<file path="config.mk">
export PLATFORM = sky130hd
export DESIGN_NAME = cabo_core
export DESIGN_NICKNAME = d
export VERILOG_FILES = /design/src/include/cabo_pkg.sv /design/src/hw/cabo_core.sv
export SDC_FILE = /design/constraint.sdc
export NUM_CORES = 2
export LEC_CHECK = 0
export BUFFER_PORTS_ARGS = -buffer_cell sky130_fd_sc_hd__buf_2
export CAP_MARGIN = 20
export CORE_AREA = 2 2 309 311
export DETAILED_ROUTE_END_ITERATION = 7
export DIE_AREA = 0 0 311 313
export GPL_ROUTABILITY_DRIVEN = 0
export PLACE_DENSITY = 0.65
export SLEW_MARGIN = 0
export SYNTH_ARGS = -nofsm -noshare
export SYNTH_HDL_FRONTEND = slang
export SYNTH_SLANG_ARGS = --single-unit
</file>
<file path="constraint.sdc">
create_clock -name core_clk -period 7.2 [get_ports core_clk]
set_clock_uncertainty 0.1 [all_clocks]
set_input_delay 0 -clock core_clk [delete_from_list [all_inputs] [get_ports core_clk]]
set_output_delay 0 -clock core_clk [all_outputs]
set_load 0.005 [all_outputs]
</file>
<file path="src/include/cabo_pkg.sv">
// Package for the accumulator and bit-operation execution block of a small 8-bit core.
// Assumes one instruction clock; decoded operations arrive from a fetch/decode stage elsewhere.
package cabo_pkg;

    localparam int FILE_DEPTH = 128;
    localparam int FADDR_W = 7;
    localparam int DATA_W = 8;
    localparam int HALF_CARRY_BIT = 4;
    localparam logic DEST_ACC = 1'b0;
    localparam logic DEST_FILE = 1'b1;
    localparam logic [7:0] ACC_RST = 8'h00;
    localparam logic [7:0] FILE_RST = 8'h00;
    localparam int SKIP_CYCLES = 2;

    typedef enum logic [2:0] {
        CABO_NOP,
        CABO_LITERAL_ADD_TO_ACC,
        CABO_FILE_ADD_TO_ACC,
        CABO_LITERAL_AND_TO_ACC,
        CABO_FILE_AND_TO_ACC,
        CABO_BIT_CLEAR_OP,
        CABO_BIT_SET_OP,
        CABO_BIT_TEST_SKIP_IF_ZERO
    } cabo_op_e;

    typedef struct packed {
        cabo_op_e op;
        logic [FADDR_W-1:0] faddr;
        logic dest;
        logic [2:0] bitsel;
        logic [DATA_W-1:0] literal;
    } cabo_instr_s;

    typedef struct packed {
        logic carry;
        logic half_carry_flag;
        logic zero;
    } cabo_status_s;

    typedef struct packed {
        logic valid;
        logic [FADDR_W-1:0] addr;
        logic [DATA_W-1:0] data;
    } cabo_fwr_s;

    localparam cabo_status_s STATUS_RST = '{carry: 1'b0, half_carry_flag: 1'b0, zero: 1'b0};
    localparam cabo_fwr_s FWR_RST = '{valid: 1'b0, addr: 7'h00, data: 8'h00};

endpackage

</file>
<file path="src/hw/cabo_core.sv">
// Execution datapath for literal/file add and AND plus bit clear, set and test-skip.
// Assumes the decode stage presents one decoded instruction per cycle, synchronous to core_clk.
`timescale 1ns/10ps
`default_nettype none

module cabo_core (
    input wire logic core_clk,
    input wire logic rst,
    input wire logic instr_valid,
    input wire cabo_pkg::cabo_instr_s instr,
    output logic [7:0] acc_out,
    output cabo_pkg::cabo_status_s status_out,
    output cabo_pkg::cabo_fwr_s file_wr_out,
    output logic op_done,
    output logic nop_slot
);
    import cabo_pkg::*;

    logic [DATA_W-1:0] file_mem [FILE_DEPTH];
    logic [DATA_W-1:0] acc_reg, acc_next;
    cabo_status_s status_reg, status_next;
    cabo_fwr_s fwr_reg, fwr_next;
    logic done_reg, done_next;
    logic skip_reg, skip_next;
    logic exec;
    logic [DATA_W-1:0] file_byte;
    logic [DATA_W-1:0] operand;
    logic [DATA_W:0] sum_w;
    logic [HALF_CARRY_BIT:0] half_w;
    logic [DATA_W-1:0] and_w;
    logic [DATA_W-1:0] bit_mask;

    function automatic logic [DATA_W-1:0] onehot8(input logic [2:0] pos);
        onehot8 = 8'h01 << pos;
    endfunction

    function automatic logic is_literal(input cabo_op_e op);
        is_literal = (op == CABO_LITERAL_ADD_TO_ACC) || (op == CABO_LITERAL_AND_TO_ACC);
    endfunction

    // Fetched slot behind a taken skip is thrown away, not executed
    assign exec = instr_valid && !skip_reg;
    assign file_byte = file_mem[instr.faddr];
    assign operand = is_literal(instr.op) ? instr.literal : file_byte;
    assign sum_w = {1'b0, acc_reg} + {1'b0, operand};
    assign half_w = {1'b0, acc_reg[3:0]} + {1'b0, operand[3:0]};
    assign and_w = acc_reg & operand;
    assign bit_mask = onehot8(instr.bitsel);

    always_comb begin
        acc_next = acc_reg;
        status_next = status_reg;
        fwr_next = FWR_RST;
        // Address echoes the presented instruction even with no write; only valid qualifies it
        fwr_next.addr = instr.faddr;
        done_next = 1'b0;
        skip_next = 1'b0;
        if (exec) begin
            done_next = 1'b1;
            unique case (instr.op)
                CABO_NOP: begin
                end
                CABO_LITERAL_ADD_TO_ACC, CABO_FILE_ADD_TO_ACC: begin
                    status_next.carry = sum_w[DATA_W];
                    status_next.half_carry_flag = half_w[HALF_CARRY_BIT];
                    status_next.zero = (sum_w[DATA_W-1:0] == 8'h00);
                    if (instr.op == CABO_FILE_ADD_TO_ACC && instr.dest == DEST_FILE) begin
                        fwr_next.valid = 1'b1;
                        fwr_next.data = sum_w[DATA_W-1:0];
                    end else begin
                        acc_next = sum_w[DATA_W-1:0];
                    end
                end
                CABO_LITERAL_AND_TO_ACC, CABO_FILE_AND_TO_ACC: begin
                    status_next.zero = (and_w == 8'h00);
                    if (instr.op == CABO_FILE_AND_TO_ACC && instr.dest == DEST_FILE) begin
                        fwr_next.valid = 1'b1;
                        fwr_next.data = and_w;
                    end else begin
                        acc_next = and_w;
                    end
                end
                CABO_BIT_CLEAR_OP: begin
                    fwr_next.valid = 1'b1;
                    fwr_next.data = file_byte & ~bit_mask;
                end
                CABO_BIT_SET_OP: begin
                    fwr_next.valid = 1'b1;
                    fwr_next.data = file_byte | bit_mask;
                end
                CABO_BIT_TEST_SKIP_IF_ZERO: begin
                    // Only a clear bit costs the extra cycle
                    skip_next = ((file_byte & bit_mask) == 8'h00);
                end
            endcase
        end
    end

    always_ff @(posedge core_clk) begin
        if (rst) begin
            acc_reg <= ACC_RST;
            status_reg <= STATUS_RST;
            fwr_reg <= FWR_RST;
            done_reg <= 1'b0;
            skip_reg <= 1'b0;
        end else begin
            acc_reg <= acc_next;
            status_reg <= status_next;
            fwr_reg <= fwr_next;
            done_reg <= done_next;
            skip_reg <= skip_next;
        end
    end

    // Cleared on reset so bit tests never read unknowns; costs a reset fan-out on 128 bytes
    always_ff @(posedge core_clk) begin
        for (int i = 0; i < FILE_DEPTH; i++) begin
            if (rst) begin
                file_mem[i] <= FILE_RST;
            end else if (fwr_next.valid && fwr_next.addr == FADDR_W'(i)) begin
                file_mem[i] <= fwr_next.data;
            end
        end
    end

    assign acc_out = acc_reg;
    assign status_out = status_reg;
    assign file_wr_out = fwr_reg;
    assign op_done = done_reg;
    assign nop_slot = skip_reg;
endmodule

`default_nettype wire

</file>
==> summary by stage <==
Floorplanning
54 I/O pins were placed. The area of the core is 0.09416 mm2. The initial utilization of the core area, before any placement, comes to 50.50%. The floorplan die width is 311 um. The die is 313 um tall.

The die area is 0.09734 mm2. The row count is 113.

Clock network
The clock tree root driver cell is sky130_fd_sc_hd__clkbuf_16. The clock-pin slew of the registers on the worst-case setup and hold paths is 0.06 ns. TritonCTS built the clock tree. The number of sinks handled by clock tree synthesis is 1053.

The number of buffers inserted during clock tree synthesis is 105. In this run the number of H-tree levels came out at 3. The post-CTS setup-driven buffer insertion count is 0. The worst-case clock buffer depth is 3.

The later-pin clock latency in the skew report is 0.70 ns.

Status
The run finished with clean final reports.

Synthesis
During synthesis, Yosys emitted a total of 0 warnings. After synthesis, the share of flip-flops with an asynchronous set or reset is 0%. The number of enable-type register cells in the synthesized netlist is 1024. Ranked by instance count, the synthesized netlist is headed by sky130_fd_sc_hd__nor2_1, sky130_fd_sc_hd__edfxtp_1, sky130_fd_sc_hd__mux4_2. The count of different cell masters after synthesis is 71.

The cell count after synthesis came out at 3408. The post-synthesis average cell area is 13.95 um2. The flip-flop and latch count after synthesis is 1053. sky130_fd_sc_hd__edfxtp_1 takes more of the synthesized area than any other cell. The mapped netlist covers 0.04755 mm2.

Counting every net in the synthesized netlist gives 3443. By instance count, the leading cell after synthesis is sky130_fd_sc_hd__nor2_1. The area fraction of the dominant cell type after synthesis is 64.67%.

The portion of the post-synthesis area used by sequential elements is 65.89%. Sorting the synthesized cells by area gives the leading types as sky130_fd_sc_hd__edfxtp_1, sky130_fd_sc_hd__mux4_2, sky130_fd_sc_hd__nor2_1, sky130_fd_sc_hd__a21o_1, sky130_fd_sc_hd__nand2_1. The dominant register cell in the synthesized netlist is sky130_fd_sc_hd__edfxtp_1.

STA
The worst path uses 84.80% of the clock period. For the pin with the worst max-slew slack, the measured transition is 1.178 ns. The shortest period the worst path allows is 6.106 ns. Measured against its own limit, the worst slew margin works out to 21.05%. The final hold violation count is 0. Setup repair after global routing left no endpoint under its margin.

Derived from the worst setup path, the maximum achievable clock frequency is 163.8 MHz. The number of max-slew violations in the final report is 0. The final number of setup-violating endpoints is 0. The setup TNS is 0 ns.

Finish
In the final layout, the share of cells above drive strength 1 is 16.78%. The layout has 7493 filler cells. The net count of the finished layout is 3445.

The area of the multi-input gates is 0.01464 mm2. From synthesis to final layout, the design area changed by 10.29%. The number of antenna diodes in the final layout is 0. The sequential cells in the finished layout cover a total of 0.03133 mm2.

Setup path
The peak fanout along the critical path is 84. The endpoint of the lowest-slack register-to-register path is file_mem[94][7]. The cell that appears most often on the critical path is sky130_fd_sc_hd__buf_12.

Data arrives at the worst endpoint at 6.43 ns. The cell at the slowest stage of the critical path is sky130_fd_sc_hd__a2111oi_0. The worst reg2reg path startpoint is file_mem[125][1]. The category of the worst setup path capture point is a register. The cell type group with the largest total delay on the critical path is compound AO/OA/AOI/OAI gates.

The path type of the worst setup path is primary input to register. Across all register-to-register paths, the minimum setup slack is 1.55 ns. The cell depth of the worst flop-to-flop path is 16. The longest individual stage delay on the worst path is 0.68 ns. Walking the worst path, the cells encountered are dlygate4sd3_1 -> buf_8 -> buf_12 -> mux4_1 -> mux4_2 -> nor2b_1 -> o32a_1 -> mux2i_1 -> inv_1 -> ha_1 -> a21o_1 -> a21oi_1 -> o21ai_0 -> a2111oi_0 -> o31a_1 -> o31ai_1 -> a22oi_2 -> buf_12 -> nor2_1. The nature of the critical path startpoint is a primary input. For the worst setup path, the data required time is 7.52 ns.

Together, buffers and inverters on the worst path number 5.

Min path
The worst hold path belongs to the class primary input to register. The worst hold path was traced through 6 stages. The end point of the most critical hold path is acc_out[2]. The launch instance of the worst min-delay path is instr[2].

Detailed routing
In the routed design, unresolved DRC markers number 0. Wires add up to 135100 um. The total number of vias is 30270. The ratio of routed vias to standard cells is 6.354.

In the final routed layout, each cell accounts on average for 28.36 um. After the first detailed-routing iteration, the DRC count stood at 4160. The first detailed-routing pass ran for 8 iterations. The count of nets left with antenna violations once routing finished came out at 0.

Run
Across the run, the number of max-cap violations was 0.

Global route
For this run the aggregate overflow at the end of global routing stands at 0. The number of global-route vias before repair came to 30120. The wire length of the first global-routing pass is 199700 um. The overall track demand over capacity in global routing is 27.84%. The number of antenna violations at the first check in global routing is 2. The largest net degree at the start of global routing is 130.

Pwr
The worst supply voltage drop on vdd is 169.7 uV. The internal portion of the total power is 10420 uW. In this run, the combinational gates consume 9.1% of the power. The switching power is 3270 uW.

Of the total power, the share spent switching nets is 23.89%. For this design the ratio of total power to cell area is 261.0 mW/mm2. The power consumption is 13690 uW. For this design the static power due to leakage is 0.01818 uW. The share of power burned in registers is 50.9%. The share of total power dissipated in the clock network is 40.0%.

Placement
The sum of net half-perimeters after detailed placement is 87040 um. The count of port buffers added during placement is 53.
## cell families (layout without fill, tap and decap cells)
family | Yosys count | count (layout) | share of synthesized area [%]
mux | 323 | 323 | 13.47
buf+inv | 288 | 379 | 3.566
flops | 1053 | 1053 | 65.89
xor+xnor | 5 | 5 | 0.09210
compound gates | 322 | 322 | 5.045
fa+ha+maj | 10 | 10 | 0.2789
simple gates | 1407 | 1407 | 11.66
## stage by stage
| stage | setup WS, ns | instances | util (%) | hold WS [ns] | instance area, um2 |
|---|---|---|---|---|---|
| after floorplan | 2.575 | 3408 | - | -0.01588 | 47550 |
| after global placement | 1.094 | 4540 | 51.79 | 0.2359 | 48770 |
| after detailed placement | 0.9432 | 4543 | 51.81 | 0.2505 | 48790 |
| after CTS | 1.192 | 4758 | 55.63 | 0.01659 | 52380 |
| after global routing | 0.7500 | 4764 | 55.69 | 0.05546 | 52440 |
| final | 1.094 | 4764 | 55.69 | 0.04894 | 52440 |
## worst min-delay path: stages
cell and delay (ns):
sky130_fd_sc_hd__buf_2 0.09, sky130_fd_sc_hd__mux2_2 0.14, sky130_fd_sc_hd__ha_1 0.16, sky130_fd_sc_hd__xnor2_1 0.13, sky130_fd_sc_hd__mux2i_1 0.17, sky130_fd_sc_hd__a211oi_1 0.09
## repair_timing
action / in CTS / in global routing
resized for setup: 0 / 0
hold endpoints to repair: 27 / 0
hold buffers: 19 / 0
## flip-flops by register name, indices dropped and copies added, names as in the netlist
signal,flops
file_mem,1024
nop_slot,1
status_out,3
acc_out,8
op_done,1
file_wr_out,16
## worst max-delay path by stage
| stage | slack, ns | start | cells after the start | end |
|---|---|---|---|---|
| after floorplan | 2.58 | instr[13] | 23 | file_mem[90][7] |
| after global placement | 1.09 | instr[12] | 18 | file_mem[93][7] |
| after detailed placement | 0.94 | instr[12] | 18 | file_mem[94][7] |
| after CTS | 1.19 | instr[13] | 23 | file_mem[61][6] |
| after global routing | 0.75 | instr[13] | 23 | file_mem[52][6] |
| final | 1.09 | instr[13] | 19 | file_mem[94][7] |
## metal layers
layer	share of wire (%)	global-route usage, %	vias to the layer above
li1	-	-	12600
met1	37	37.39	15320
met2	47	44.06	2032
met3	12	6.266	314
met4	4.6	12.13	2
met5	0.0096	0	-
## cell type report
| cell class | instances | area share (%) |
|---|---|---|
| multi-input cells | 2067 | 27.91 |
| clock buffers | 129 | 5.264 |
| inverters | 15 | 0.1074 |
| repair buffers | 168 | 2.732 |
| flip-flops and latches | 1053 | 59.75 |
| clock inverters | 67 | 1.219 |
| well taps | 1265 | 3.018 |
## layout by cell type, fill, tap and decap left out, types with 9 or more instances in the layout
cell type	instances
sky130_fd_sc_hd__o221ai_1	9
sky130_fd_sc_hd__buf_4	73
sky130_fd_sc_hd__a22oi_1	37
sky130_fd_sc_hd__bufinv_16	11
sky130_fd_sc_hd__dfxtp_1	29
sky130_fd_sc_hd__a31oi_1	11
sky130_fd_sc_hd__nor3_1	14
sky130_fd_sc_hd__buf_2	51
sky130_fd_sc_hd__nand2b_1	10
sky130_fd_sc_hd__nor2b_1	21
sky130_fd_sc_hd__clkinv_1	29
sky130_fd_sc_hd__inv_1	13
sky130_fd_sc_hd__mux4_1	10
sky130_fd_sc_hd__ha_1	9
sky130_fd_sc_hd__a22o_1	10
sky130_fd_sc_hd__edfxtp_1	1024
sky130_fd_sc_hd__nor2_2	13
sky130_fd_sc_hd__a21oi_1	18
sky130_fd_sc_hd__mux2_2	14
sky130_fd_sc_hd__a21o_1	130
sky130_fd_sc_hd__a211oi_1	15
sky130_fd_sc_hd__o22ai_1	14
sky130_fd_sc_hd__nand3_1	25
sky130_fd_sc_hd__mux2i_1	60
sky130_fd_sc_hd__dlygate4sd3_1	19
sky130_fd_sc_hd__clkinv_2	20
sky130_fd_sc_hd__nor2_1	1082
sky130_fd_sc_hd__o21ai_0	17
sky130_fd_sc_hd__nand2_1	193
sky130_fd_sc_hd__mux4_2	239
sky130_fd_sc_hd__clkbuf_16	107
sky130_fd_sc_hd__clkbuf_1	22
sky130_fd_sc_hd__buf_12	17
## power by group through the flow
| stage | sequential, uW | clock [uW] | combinational, uW |
|---|---|---|---|
| after floorplan | 7070 | 0 | 820 |
| after global routing | 6990 | 5740 | 1290 |
| after CTS | 6970 | 5510 | 1220 |
| after global placement | 7080 | 0 | 1190 |
| after detailed placement | 7100 | 0 | 1210 |
| final | 6970 | 5480 | 1240 |
Note: power is estimated with default switching activity, not from simulation.
